**src/pst_pkg.sv**
```systemverilog
// package of constants, types and helpers for the protection stage timing block
package pst_pkg;
  // timing
  localparam int CLK_HZ = 20_000_000;
  localparam int CYCLE_US = 5000;
  localparam int CYCLE_CLKS = (CLK_HZ / 1_000_000) * CYCLE_US;
  localparam int DIV_W = 17;
  localparam int BLOCK_LEAD_US = 5000;
  // hysteresis in percent of setting
  localparam logic [7:0] RESET_PCT = 8'h61;
  localparam logic [7:0] FULL_PCT = 8'h64;
  // register byte offsets
  localparam logic [11:0] OFS_CTRL = 12'h000;
  localparam logic [11:0] OFS_PICKUP = 12'h004;
  localparam logic [11:0] OFS_DELAY = 12'h008;
  localparam logic [11:0] OFS_TDIAL = 12'h00c;
  localparam logic [11:0] OFS_GAIN = 12'h010;
  localparam logic [11:0] OFS_STATUS = 12'h014;
  localparam logic [11:0] OFS_EVT_TIME = 12'h018;
  localparam logic [11:0] OFS_EVT_MAG = 12'h01c;
  // control field positions
  localparam int CTRL_TYPE_BIT = 0;
  localparam int CTRL_SERIES_BIT = 1;
  localparam int CTRL_DIR_BIT = 2;
  localparam int CTRL_CURVE_LSB = 3;
  // reset values
  localparam logic [15:0] PICKUP_RST = 16'h0064;
  localparam logic [18:0] DELAY_RST = 19'h00008;
  localparam logic [15:0] TDIAL_RST = 16'h0005;
  localparam logic [7:0] GAIN_RST = 8'h10;
  // curve codes
  localparam logic [2:0] IEC_PARAM = 3'h4;
  localparam logic [2:0] IEEE_PARAM = 3'h7;

  typedef enum logic {definite_delay_mode, inverse_delay_mode} pst_dly_t;
  typedef enum logic {SERIES_IEC, SERIES_IEEE} pst_series_t;

  typedef struct packed {
    pst_dly_t dly_type;
    pst_series_t series;
    logic under;
    logic [2:0] curve;
    logic [15:0] pickup_setting;
    logic [18:0] delay;
    logic [15:0] tdial;
    logic [7:0] gain;
  } pst_cfg_t;

  typedef struct packed {
    logic [31:0] stamp;
    logic [15:0] mag;
    logic under;
  } pst_evt_t;

  function automatic logic [23:0] pct(input logic [15:0] x, input logic [7:0] p);
    pct = 24'(x) * 24'(p);
  endfunction

  // true when the magnitude has crossed the setting in the guarded direction
  function automatic logic crossed(input logic [15:0] m, input logic [15:0] s,
                                   input logic under);
    crossed = under ? (m <= s) : (m >= s);
  endfunction

  // true when the magnitude is back past the reset level: 97 % of the setting over-limit, 100/97 of it under-limit
  function automatic logic released(input logic [15:0] m, input logic [15:0] s,
                                    input logic under);
    released = under ? (pct(m, RESET_PCT) > pct(s, FULL_PCT))
                     : (pct(m, FULL_PCT) < pct(s, RESET_PCT));
  endfunction

  // weighting of the excess per program cycle for each curve
  function automatic logic [7:0] curve_gain(input pst_series_t ser, input logic [2:0] c,
                                            input logic [7:0] user);
    logic [3:0] k;
    k = {ser == SERIES_IEEE, c};
    unique case (k)
      4'h0: curve_gain = 8'h08;
      4'h1: curve_gain = 8'h40;
      4'h2: curve_gain = 8'h20;
      4'h3: curve_gain = 8'h02;
      4'h8: curve_gain = 8'h08;
      4'h9: curve_gain = 8'h20;
      4'ha: curve_gain = 8'h40;
      4'hb: curve_gain = 8'h02;
      4'hc: curve_gain = 8'h04;
      4'hd: curve_gain = 8'h18;
      4'he: curve_gain = 8'h30;
      default: curve_gain = user;
    endcase
  endfunction
endpackage

```
**src/pst_pickup.sv**
```systemverilog
// pick-up element with fixed reset hysteresis
`timescale 1ns/1ps
module pst_pickup import pst_pkg::*; (
  // clock and reset
  input wire logic clk_sys,
  input wire logic sys_rst,
  // program cycle enable
  input wire logic tick,
  // magnitude and setting
  input wire logic [15:0] measured_magnitude,
  input wire logic [15:0] pickup_setting,
  input wire logic under,
  // element state
  output logic active
);
  typedef struct packed {
    logic active;
  } pst_pu_st_t;

  pst_pu_st_t st_r;
  pst_pu_st_t st_nxt;

  always_comb begin
    st_nxt = st_r;
    if (tick) begin
      if (!st_r.active) begin
        st_nxt.active = crossed(measured_magnitude, pickup_setting, under);
      end else if (released(measured_magnitude, pickup_setting, under)) begin
        st_nxt.active = 1'b0;
      end
    end
  end

  always_ff @(posedge clk_sys or posedge sys_rst) begin
    if (sys_rst) begin
      st_r <= '0;
    end else begin
      st_r <= st_nxt;
    end
  end

  assign active = st_r.active;
endmodule

```
**src/pst_invtime.sv**
```systemverilog
// inverse-time integrator: weighted excess accumulated each program cycle
`timescale 1ns/1ps
module pst_invtime import pst_pkg::*; (
  // clock and reset
  input wire logic clk_sys,
  input wire logic sys_rst,
  // control
  input wire logic step,
  input wire logic clear,
  // operands
  input wire logic [15:0] excess,
  input wire logic [7:0] gain,
  input wire logic [15:0] tdial,
  // result
  output logic done
);
  typedef struct packed {
    logic [31:0] acc;
    logic done;
  } pst_inv_st_t;

  pst_inv_st_t st_r;
  pst_inv_st_t st_nxt;

  always_comb begin
    logic [32:0] sum;
    sum = 33'(st_r.acc) + 33'(24'(excess) * 24'(gain));
    st_nxt = st_r;
    if (clear) begin
      st_nxt = '0;
    end else if (step) begin
      // saturate so a long fault never wraps back below the target
      st_nxt.acc = sum[32] ? 32'hffffffff : sum[31:0];
      st_nxt.done = (st_nxt.acc >= {tdial, 16'h0000});
    end
  end

  always_ff @(posedge clk_sys or posedge sys_rst) begin
    if (sys_rst) begin
      st_r <= '0;
    end else begin
      st_r <= st_nxt;
    end
  end

  assign done = st_r.done;
endmodule

```
**src/pst_stage.sv**
```systemverilog
// protection stage: APB settings, blocking, start, trip timing and blocking events
`timescale 1ns/1ps
module pst_stage import pst_pkg::*; #(
  parameter int CYCLE_LEN = CYCLE_CLKS
) (
  // clock and reset
  input wire logic clk_sys,
  input wire logic sys_rst,
  // apb slave
  input wire logic [11:0] paddr,
  input wire logic psel,
  input wire logic penable,
  input wire logic pwrite,
  input wire logic [31:0] pwdata,
  output logic [31:0] prdata,
  output logic pready,
  output logic pslverr,
  // measurement and blocking matrix
  input wire logic [15:0] measured_magnitude,
  input wire logic block_in,
  // stage outputs
  output logic start,
  output logic stage_inhibited,
  output logic trip,
  // blocking event
  output logic evt_valid,
  output pst_evt_t evt
);
  typedef enum logic [1:0] {S_IDLE, S_TIMING, S_TRIPPED, S_INHIBIT} pst_fsm_t;

  typedef struct packed {
    pst_cfg_t cfg;
    logic [DIV_W-1:0] div;
    logic tick;
    logic proc;
    logic blk;
    pst_fsm_t fsm;
    logic [18:0] tmr;
    logic [31:0] stamp;
    logic start;
    logic inhib;
    logic trip;
    logic evt_valid;
    pst_evt_t evt;
    logic [31:0] prdata;
  } pst_st_t;

  pst_st_t st_r;
  pst_st_t st_nxt;
  logic pu;
  logic inv_done;
  logic [15:0] excess;
  logic instant;
  logic wr_en;
  logic rd_setup;
  logic mapped;

  // settings reset values: definite mode, IEC series, over-limit
  function automatic pst_cfg_t cfg_reset();
    pst_cfg_t c;
    c = '0;
    c.dly_type = definite_delay_mode;
    c.series = SERIES_IEC;
    c.pickup_setting = PICKUP_RST;
    c.delay = DELAY_RST;
    c.tdial = TDIAL_RST;
    c.gain = GAIN_RST;
    return c;
  endfunction

  // reset image of the settings, fixed at elaboration so the reset branch stays constant
  localparam pst_cfg_t CFG_RST = cfg_reset();

  function automatic logic is_mapped(input logic [11:0] a);
    return (a == OFS_CTRL) || (a == OFS_PICKUP) || (a == OFS_DELAY) ||
           (a == OFS_TDIAL) || (a == OFS_GAIN) || (a == OFS_STATUS) ||
           (a == OFS_EVT_TIME) || (a == OFS_EVT_MAG);
  endfunction

  pst_pickup u_pickup (
    .clk_sys(clk_sys),
    .sys_rst(sys_rst),
    .tick(st_r.tick),
    .measured_magnitude(measured_magnitude),
    .pickup_setting(st_r.cfg.pickup_setting),
    .under(st_r.cfg.under),
    .active(pu)
  );

  // excess over the setting in the guarded direction drives the curve
  always_comb begin
    if (st_r.cfg.under) begin
      excess = (st_r.cfg.pickup_setting > measured_magnitude) ?
               16'(st_r.cfg.pickup_setting - measured_magnitude) : 16'h0000;
    end else begin
      excess = (measured_magnitude > st_r.cfg.pickup_setting) ?
               16'(measured_magnitude - st_r.cfg.pickup_setting) : 16'h0000;
    end
  end

  pst_invtime u_invtime (
    .clk_sys(clk_sys),
    .sys_rst(sys_rst),
    .step(st_r.proc && st_r.fsm == S_TIMING && pu && !st_r.blk),
    .clear(st_r.fsm != S_TIMING),
    .excess(excess),
    .gain(curve_gain(st_r.cfg.series, st_r.cfg.curve, st_r.cfg.gain)),
    .tdial(st_r.cfg.tdial),
    .done(inv_done)
  );

  assign instant = (st_r.cfg.dly_type == definite_delay_mode) &&
                   (st_r.cfg.delay == 19'h00000);
  assign wr_en = psel && penable && pwrite && mapped;
  assign rd_setup = psel && !penable && !pwrite;
  assign mapped = is_mapped(paddr);

  always_comb begin
    logic [18:0] tmr_inc;
    logic dt_due;
    logic min_due;
    tmr_inc = st_r.tmr + 19'h00001;
    dt_due = tmr_inc >= st_r.cfg.delay;
    min_due = dt_due || (st_r.cfg.delay == 19'h00000);
    st_nxt = st_r;
    st_nxt.evt_valid = 1'b0;
    // program cycle divider
    st_nxt.tick = 1'b0;
    if (st_r.div == DIV_W'(CYCLE_LEN - 1)) begin
      st_nxt.div = '0;
      st_nxt.tick = 1'b1;
    end else begin
      st_nxt.div = st_r.div + 1'b1;
    end
    st_nxt.proc = st_r.tick;
    if (st_r.tick) begin
      st_nxt.blk = block_in;
      st_nxt.stamp = st_r.stamp + 32'h00000001;
    end
    // stage evaluation one clock after the sample
    if (st_r.proc) begin
      unique case (st_r.fsm)
        S_IDLE: begin
          if (pu && st_r.blk) begin
            st_nxt.inhib = 1'b1;
            st_nxt.fsm = S_INHIBIT;
            st_nxt.evt_valid = 1'b1;
            st_nxt.evt = '{stamp: st_r.stamp, mag: measured_magnitude,
                           under: st_r.cfg.under};
          end else if (pu) begin
            st_nxt.start = 1'b1;
            st_nxt.tmr = '0;
            if (instant) begin
              st_nxt.trip = 1'b1;
              st_nxt.fsm = S_TRIPPED;
            end else begin
              st_nxt.fsm = S_TIMING;
            end
          end
        end
        S_TIMING: begin
          if (st_r.blk) begin
            // release handling as on a pick-up reset
            st_nxt.start = 1'b0;
            st_nxt.tmr = '0;
            st_nxt.inhib = 1'b1;
            st_nxt.fsm = S_INHIBIT;
            st_nxt.evt_valid = 1'b1;
            st_nxt.evt = '{stamp: st_r.stamp, mag: measured_magnitude,
                           under: st_r.cfg.under};
          end else if (!pu) begin
            st_nxt.start = 1'b0;
            st_nxt.tmr = '0;
            st_nxt.fsm = S_IDLE;
          end else begin
            st_nxt.tmr = tmr_inc;
            if (st_r.cfg.dly_type == definite_delay_mode) begin
              if (dt_due) begin
                st_nxt.trip = 1'b1;
                st_nxt.fsm = S_TRIPPED;
              end
            end else if (inv_done && min_due) begin
              st_nxt.trip = 1'b1;
              st_nxt.fsm = S_TRIPPED;
            end
          end
        end
        S_TRIPPED: begin
          if (st_r.blk) begin
            st_nxt.start = 1'b0;
            st_nxt.trip = 1'b0;
            st_nxt.tmr = '0;
            st_nxt.inhib = 1'b1;
            st_nxt.fsm = S_INHIBIT;
            st_nxt.evt_valid = 1'b1;
            st_nxt.evt = '{stamp: st_r.stamp, mag: measured_magnitude,
                           under: st_r.cfg.under};
          end else if (!pu) begin
            st_nxt.start = 1'b0;
            st_nxt.trip = 1'b0;
            st_nxt.tmr = '0;
            st_nxt.fsm = S_IDLE;
          end
        end
        S_INHIBIT: begin
          // no further processing until the element resets
          if (!pu) begin
            st_nxt.inhib = 1'b0;
            st_nxt.fsm = S_IDLE;
          end
        end
      endcase
    end
    // register writes
    if (wr_en) begin
      unique case (paddr)
        OFS_CTRL: begin
          st_nxt.cfg.dly_type = pst_dly_t'(pwdata[CTRL_TYPE_BIT]);
          st_nxt.cfg.series = pst_series_t'(pwdata[CTRL_SERIES_BIT]);
          st_nxt.cfg.under = pwdata[CTRL_DIR_BIT];
          st_nxt.cfg.curve = pwdata[CTRL_CURVE_LSB +: 3];
        end
        OFS_PICKUP: st_nxt.cfg.pickup_setting = pwdata[15:0];
        OFS_DELAY: st_nxt.cfg.delay = pwdata[18:0];
        OFS_TDIAL: st_nxt.cfg.tdial = pwdata[15:0];
        OFS_GAIN: st_nxt.cfg.gain = pwdata[7:0];
        default: ;
      endcase
    end
    // read data captured in the setup cycle
    if (rd_setup) begin
      unique case (paddr)
        OFS_CTRL: st_nxt.prdata = 32'({st_r.cfg.curve, st_r.cfg.under, st_r.cfg.series,
                                      st_r.cfg.dly_type});
        OFS_PICKUP: st_nxt.prdata = 32'(st_r.cfg.pickup_setting);
        OFS_DELAY: st_nxt.prdata = 32'(st_r.cfg.delay);
        OFS_TDIAL: st_nxt.prdata = 32'(st_r.cfg.tdial);
        OFS_GAIN: st_nxt.prdata = 32'(st_r.cfg.gain);
        OFS_STATUS: st_nxt.prdata = 32'({st_r.fsm, st_r.blk, pu, st_r.trip, st_r.inhib,
                                        st_r.start});
        OFS_EVT_TIME: st_nxt.prdata = st_r.evt.stamp;
        OFS_EVT_MAG: st_nxt.prdata = 32'({st_r.evt.under, st_r.evt.mag});
        default: st_nxt.prdata = 32'h00000000;
      endcase
    end
  end

  always_ff @(posedge clk_sys or posedge sys_rst) begin
    if (sys_rst) begin
      st_r <= '{cfg: CFG_RST, fsm: S_IDLE, default: '0};
    end else begin
      st_r <= st_nxt;
    end
  end

  // zero-wait slave
  assign pready = 1'b1;
  assign pslverr = psel && penable && !mapped;
  assign prdata = st_r.prdata;
  assign start = st_r.start;
  assign stage_inhibited = st_r.inhib;
  assign trip = st_r.trip;
  assign evt_valid = st_r.evt_valid;
  assign evt = st_r.evt;
endmodule

```
**config.mk**
```make
export PLATFORM = sky130hd
export DESIGN_NAME = pst_stage
export DESIGN_NICKNAME = d
export VERILOG_FILES = /design/src/pst_pkg.sv /design/src/pst_pickup.sv /design/src/pst_invtime.sv /design/src/pst_stage.sv
export SDC_FILE = /design/constraint.sdc
export NUM_CORES = 1
export LEC_CHECK = 0
export ABC_AREA = 1
export BUFFER_PORTS_ARGS = -buffer_cell sky130_fd_sc_hd__buf_2
export CAP_MARGIN = 20
export CORE_UTILIZATION = 65
export CTS_BUF_LIST = sky130_fd_sc_hd__clkbuf_16
export DETAILED_ROUTE_END_ITERATION = 12
export GPL_TIMING_DRIVEN = 0
export PLACE_DENSITY = 0.93
export SYNTH_ARGS = -nofsm -noshare
export SYNTH_HDL_FRONTEND = slang
export SYNTH_HIERARCHICAL = 1
export SYNTH_SLANG_ARGS = --single-unit
```
**constraint.sdc**
```tcl
create_clock -name clk_sys -period 17.4 [get_ports clk_sys]
set_input_delay 2.61 -clock clk_sys [delete_from_list [all_inputs] [get_ports clk_sys]]
set_output_delay 2.61 -clock clk_sys [all_outputs]
set_load 0.01 [all_outputs]
```
* Yosys cells after proc, flatten, opt, wreduce, memory -nomap -nowiden
Cells that the tools add are included.
** Storage, ports and cells
- Logic and storage cells :: 178
- Register bits after elaboration :: 257
- Output and inout bits :: 87
** Operators by class
- Add/subtract/negate cells :: 6
- Reduce and logical (&&, ||, !) cells :: 47
- Bitwise gates (word level) :: 1
- Equality and inequality tests :: 37
- Muxes and demuxes :: 48
- Order comparisons :: 8
- Multiply operators :: 5
** Operators with widths (count)
- 32-bit case mux with 8 select lines :: 1
- 51-bit case mux with 3 select lines :: 1
- 50-bit two-way mux :: 3
- 21-bit two-way mux :: 5
- 33-bit two-way mux :: 2
- 19-bit case mux with 3 select lines :: 1
- 8-bit case mux with 7 select lines :: 1
- 12-bit by 5-bit == test with 1-bit output (second input constant) :: 4
- 16-bit two-way mux :: 3
- 16-bit by 7-bit multiplier with 23-bit output (second input constant) :: 2
- 16-bit by 5-bit multiplier with 21-bit output (second input constant) :: 2
- 32-bit by 24-bit adder with 33-bit output :: 1
- 32-bit by 1-bit adder with 32-bit output (second input constant) :: 1
- 32-bit >= comparator :: 1
- 16-bit greater-than comparator :: 2
- 32-bit two-way mux :: 1
- 16-bit subtractor :: 2
- 4-bit == test (second input constant) :: 7
- 12-bit by 4-bit == test with 1-bit output (second input constant) :: 2
- 16-bit by 8-bit multiplier with 24-bit output :: 1
- 23-bit greater-than comparator :: 1
- 23-bit < comparator :: 1
- 19-bit by 1-bit adder with 19-bit output (second input constant) :: 1
- 19-bit >= comparator :: 1
- 38 further kinds :: 105

* Logic depth before layout (Yosys ltp)
- Depth after elaboration :: 10
- Depth in mapped cells :: 51
- Gate-level depth less buffers :: 48

* Modules after synthesis
The synthesis kept the hierarchy.
** Modules (own cells, without submodules)
- pst_stage :: sequential area each 5589.1 um2, area an instance 13935.9 um2, instances 1, cells each 1807
- pst_invtime :: sequential area each 825.8 um2, area an instance 7497.2 um2, instances 1, cells each 1099
- pst_pickup :: sequential area each 25.0 um2, area an instance 7068.0 um2, instances 1, cells each 954

* Least setup slack after synthesis
OpenSTA, ideal clock, no wires.
- Kind :: input port to flip-flop
- From :: in measured_magnitude[0]
- To :: reg u_invtime.st_r (netlist bit u_invtime/done)
- Setup time :: 0.066 ns
- Path buffers :: 3
- Required time :: 17.334 ns
- Arrival time :: 9.005 ns
- Path slack :: 8.329 ns
- Cell stages on the path :: 47
- Cells stage by stage :: inv_1 ha_1 inv_1 fa_1 inv_1 o21ai_1 a21oi_1 o21ai_1 nand2_1 nor2_4 buf_4 nand2_1 o21ai_1 clkbuf_1 nand2_1 inv_1 fa_1 fa_1 [11 not listed] nand2_2 nand2_4 buf_12 nor2_1 nand2_2 ha_1 nand2_1 nor2_1 nand2_1 nor2_1 nand2_1 nor2_1 nand3_1 nor2_1 nand4_1 nand2_1 nand2_1 nand2_1
** Between the ends
- Cells in the longest elaborated chain, start to end :: 9
** RTL lines
- start, declared :: line pst_stage.sv:19 : input wire logic [15:0] measured_magnitude,
- 16-bit subtractor (tied with other cells) :: line pst_stage.sv:97 : 16'(measured_magnitude - st_r.cfg.pickup_setting) : 16'h0000;
- 16-bit two-way mux, on equally long branches :: line pst_stage.sv:96, pst_stage.sv:93
- 16-bit two-way mux * :: line pst_stage.sv:92 : if (st_r.cfg.under) begin
- named net excess[8] :: line pst_stage.sv:52 : logic [15:0] excess;
- 16-bit by 8-bit multiplier with 24-bit output * :: line pst_invtime.sv:27 : sum = 33'(st_r.acc) + 33'(24'(excess) * 24'(gain));
- 32-bit by 24-bit adder with 33-bit output * :: line pst_invtime.sv:27
- 32-bit two-way mux * :: line pst_invtime.sv:33 : st_nxt.acc = sum[32] ? 32'hffffffff : sum[31:0];
- 32-bit >= comparator * :: line pst_invtime.sv:34 : st_nxt.done = (st_nxt.acc >= {tdial, 16'h0000});
- 33-bit two-way mux * :: line pst_invtime.sv:31 : end else if (step) begin
- 33-bit two-way mux * :: line pst_invtime.sv:29 : if (clear) begin
- end signal, assigned :: line pst_invtime.sv:42 : st_r <= st_nxt;
- end, declared :: line pst_invtime.sv:22 : pst_inv_st_t st_r;
Mark *: on every way through the listed nets, which the timed path passes. The rest lies on a longest branch. The select of a mux whose other input is x is not followed.
A chain may end at the register's enable or synchronous reset.

* Worst setup path after layout
- From :: in measured_magnitude[12]
- To :: reg u_invtime.st_r (netlist bit u_invtime/done)
** Between the ends
- Cells in the longest elaborated chain, start to end :: 9
** RTL lines (line)
- 16-bit greater-than comparator, on equally long branches :: pst_stage.sv:96, pst_stage.sv:93
- 16-bit two-way mux, on equally long branches :: pst_stage.sv:96, pst_stage.sv:93
- 16-bit two-way mux * :: pst_stage.sv:92
- named net excess[9] :: pst_stage.sv:52
- 16-bit by 8-bit multiplier with 24-bit output * :: pst_invtime.sv:27
- 32-bit by 24-bit adder with 33-bit output * :: pst_invtime.sv:27
- 32-bit two-way mux * :: pst_invtime.sv:33
- 32-bit >= comparator * :: pst_invtime.sv:34
- 33-bit two-way mux * :: pst_invtime.sv:31
- 33-bit two-way mux * :: pst_invtime.sv:29
Marks and branches as above.

==> results.yml <==
timing:
  post-route-min-period_ps: 10570
  fin_crit_sh_pct: 60.8
  final.setup.tns_ps: 0
  slew_viol_final: 0
  rsz_0062_raised_after_global_routing: "false"
  setup_viol: 0
  hold_violations: 0
  slew_headroom_pct: 50.7
  worst_clock_skew_ps: 15.5
  worst_pin_slew_ps: 733
  fmax_mhz: 94.6
clock_network:
  cts.reportedPaths.clkPinSlew_ps: 60
  htreeDepth: 1
  cts_root_buf: "sky130_fd_sc_hd__clkbuf_16"
  cts_inserted_buffers: 28
  cts_resized: 0
  clock_sinks: 257
  post-cts-setup-buffers: 0
  cts_max_path_buffers: 3
  clock_tree_from_tritoncts: "yes"
  cts_hold_repair_buffers: 0
  clock_latency_ps: 570
synthesis:
  synth_top_family_by_area: "adder cells"
  post_synth_instance_area_um2: 28500
  share_of_synthesized_flip_flops_with_an_asynchronous_set_or_reset_pct: 100
  post_syn_nets: 4429
  synth-simple-area-share_pct: 23.2
  ys_ff_latch: 257
  yosys_warnings: 6
  synth-edff-count: 0
  ys.flop_type: "sky130_fd_sc_hd__dfrtp_1"
  syn_inst: 3860
  post_synthesis_area_per_instance_um2: 7.38
  yosys.area_share.xor_xnor_pct: 3.74
  synth_sequential_area_ratio_pct: 22.6
  adder_and_majority_cell_fraction_of_the_synthesized_area_pct: 26.0
  synth.lib_cells_used.distinct: 68
  synth.area.mux_share_pct: 0
  synth_compound_gate_area_share_pct: 10.5
worst_setup_path:
  critPathLaunchType: "input pin"
  crit_path_frequent_cell: "sky130_fd_sc_hd__nand2_1"
  slowest_stage: "sky130_fd_sc_hd__fa_1"
  arrival_ps: 11080
  end_kind: "flop"
  worst_ep_required_time_ps: 17910
  crit_path_max_fanout: 10
  critical_path_class: "in -> reg"
  timing.critical_path.slowest_cell_delay_ps: 550
status:
  run_status: "completed"
power:
  cellInternalPower_w: 0.00109
  combPwrFrac_pct: 29.7
  total_switching_power_w: 0.000568
  power.share.sequential_pct: 36.1
  irDropWorstVdd_mv: 0.0657
  pwr_density_cell_nw_per_um2: 53.7
  clkPwrFrac_pct: 34.2
  report.power.total_w: 0.00166
  power_switching_share_pct: 34.3
  power.leakage_nw: 17.4
min_path:
  class_of_the_tightest_hold_or_removal_check: "reg -> reg"
drt:
  routed_wirelength_um: 83500
  dr.first_iter.drc_count: 2918
  post_detailed_route_wirelength_per_cell_um: 18.0
  drcViolationCount: 0
  detail_route.first_pass.iterations: 7
  ant_nets: 0
  vias: 26800
  detail_route.vias_per_cell: 5.77
global_route:
  grt_usage_pct: 37.8
  grt_pass1_vias: 26000
  number_of_antenna_violations_at_the_first_check_in_global_routing: 1
  gr-total-overflow: 0
  wire_length_of_the_first_global_routing_pass_um: 133000
  grt_max_degree: 130
finish:
  area_delta_synth_final_pct: 8.20
  antennaDiodeCount: 0
  proportion_of_layout_cells_with_a_drive_suffix_above_1_pct: 10.1
  final_nets: 4599
  layout.core_utilization_pct: 71.4
floorplan:
  ios: 153
  die_h_um: 211
  core_um2: 43200
  dieArea_um2: 44700
  rows: 76
  floorplan.initialDensity_pct: 66.0
  die_width_um: 211
placement:
  gp_congestion: 1.00
  quantity_of_i_o_buffers_inserted_on_ports: 138
  post-dp-hpwl_um: 66400
flow_run:
  cap_violations: 0
sequential cells by signal, summed over array words and instances, names as in the netlist:
register         flops
u_invtime/done       1
st_r               137
evt                 49
u_pickup/active      1
trip                 1
evt_valid            1
u_invtime/st_r      32
start                1
st_nxt               1
stage_inhibited      1
prdata              32
worst max-delay path: cells and delay by family:
family                     cells  cell delay [ps]
buffers and inverters          9             1470
adders and majority gates      7             3110
and+or+nand+nor               25             2950
AOI/OAI and AO/OA              5              950
cells in the mapped netlist (all sizes together) (9+ instances only):
cell / n / area, µm²
nand2: 948 / 3610
inv: 764 / 2870
ha: 353 / 4420
dfrtp: 250 / 6260
nor2: 237 / 947
o21ai: 175 / 943
a21oi: 159 / 863
nand3: 158 / 878
fa: 150 / 3000
buf: 115 / 842
nand4: 94 / 594
xor2: 89 / 787
o22ai: 77 / 482
clkbuf: 67 / 258
nor3: 52 / 287
xnor2: 32 / 280
a21o: 17 / 128
o31ai: 15 / 113
nand3b: 14 / 105
or2: 13 / 81.3
o21bai: 10 / 75.1
o221ai: 9 / 78.8
per-layer routing:
layer / global-route usage [%] / up-vias / routed length [µm]
met2: 59.7 / 1475 / 37300
met1: 48.9 / 12400 / 32600
met4: 21.1 / 0 / 5140
li1: - / 12500 / -
met5: 0 / - / 0
met3: 7.24 / 331 / 8400
per-stage QoR:
stage               instances  hold slack (ps)  setup WS, ps  area, µm²
floorplan                3860              440          8330      28500
global placement         4583              453          6240      29900
detailed placement       4585              463          6590      30000
CTS                      4637              472          7110      30800
global route             4637              501          6200      30800
finish                   4637              469          6830      30800
cells by family after synthesis:
group | count (synthesis)
AOI/OAI and AO/OA | 500
xor gates and xnor gates | 121
adders and majority gates | 503
buffers and inverters | 947
DFF | 257
other | 1
and+or+nand+nor | 1531
cell usage in the layout, fill, tap and decap left out, drive strengths merged, types with 3 or more instances in the layout:
cell / n
o211ai: 6
xor2: 89
dfstp: 7
xnor2: 32
inv: 767
a31oi: 5
ha: 353
a21boi: 3
o31ai: 15
dfrtp: 250
a21oi: 159
and3: 3
nor3: 52
clkbuf: 95
o221ai: 9
nor4: 8
nand2: 948
fa: 150
buf: 255
o21a: 6
nor2: 237
a211oi: 6
nand3b: 14
o22ai: 77
clkinv: 20
nand4: 94
or2: 13
a221oi: 4
o21ai: 175
o21bai: 10
nand3: 158
a21o: 17
a22oi: 3
power by group through the flow:
stage | sequential (W) | clock, W | combinational [W]
2_1_floorplan | 0.000609 | 0 | 0.000363
3_3_place_gp | 0.000609 | 0 | 0.000463
3_5_place_dp | 0.000609 | 0 | 0.000481
4_1_cts | 0.000598 | 0.000565 | 0.000485
5_1_grt | 0.000597 | 0.000592 | 0.000558
6_report | 0.000598 | 0.000567 | 0.000491
final cells by class:
cell class	count	area, µm²
Clock buffer	28	701
Inverter	765	2880
Buffer	182	1100
Timing Repair Buffer	140	746
Multi-Input combinational cell	2656	18100
Sequential cell	257	6440
Tap cell	585	732
Clock inverter	24	151
Fill cell	3435	12300
worst paths after layout:
check | startpoint | end | slack, ps | cells after the start
max in group asynchronous | sys_rst | st_r[110] | 14120 | 3
worst min-delay path | st_r[185] | st_r[185] | 470 | 2
worst max-delay path | measured_magnitude[12] | u_invtime/done | 6830 | 46
worst min register to register | st_r[185] | st_r[185] | 470 | 2
worst max register to register | st_r[201] | u_invtime/done | 8540 | 43
min in group asynchronous | sys_rst | u_pickup/active | 1960 | 2
(Power assumes the default switching activity.)
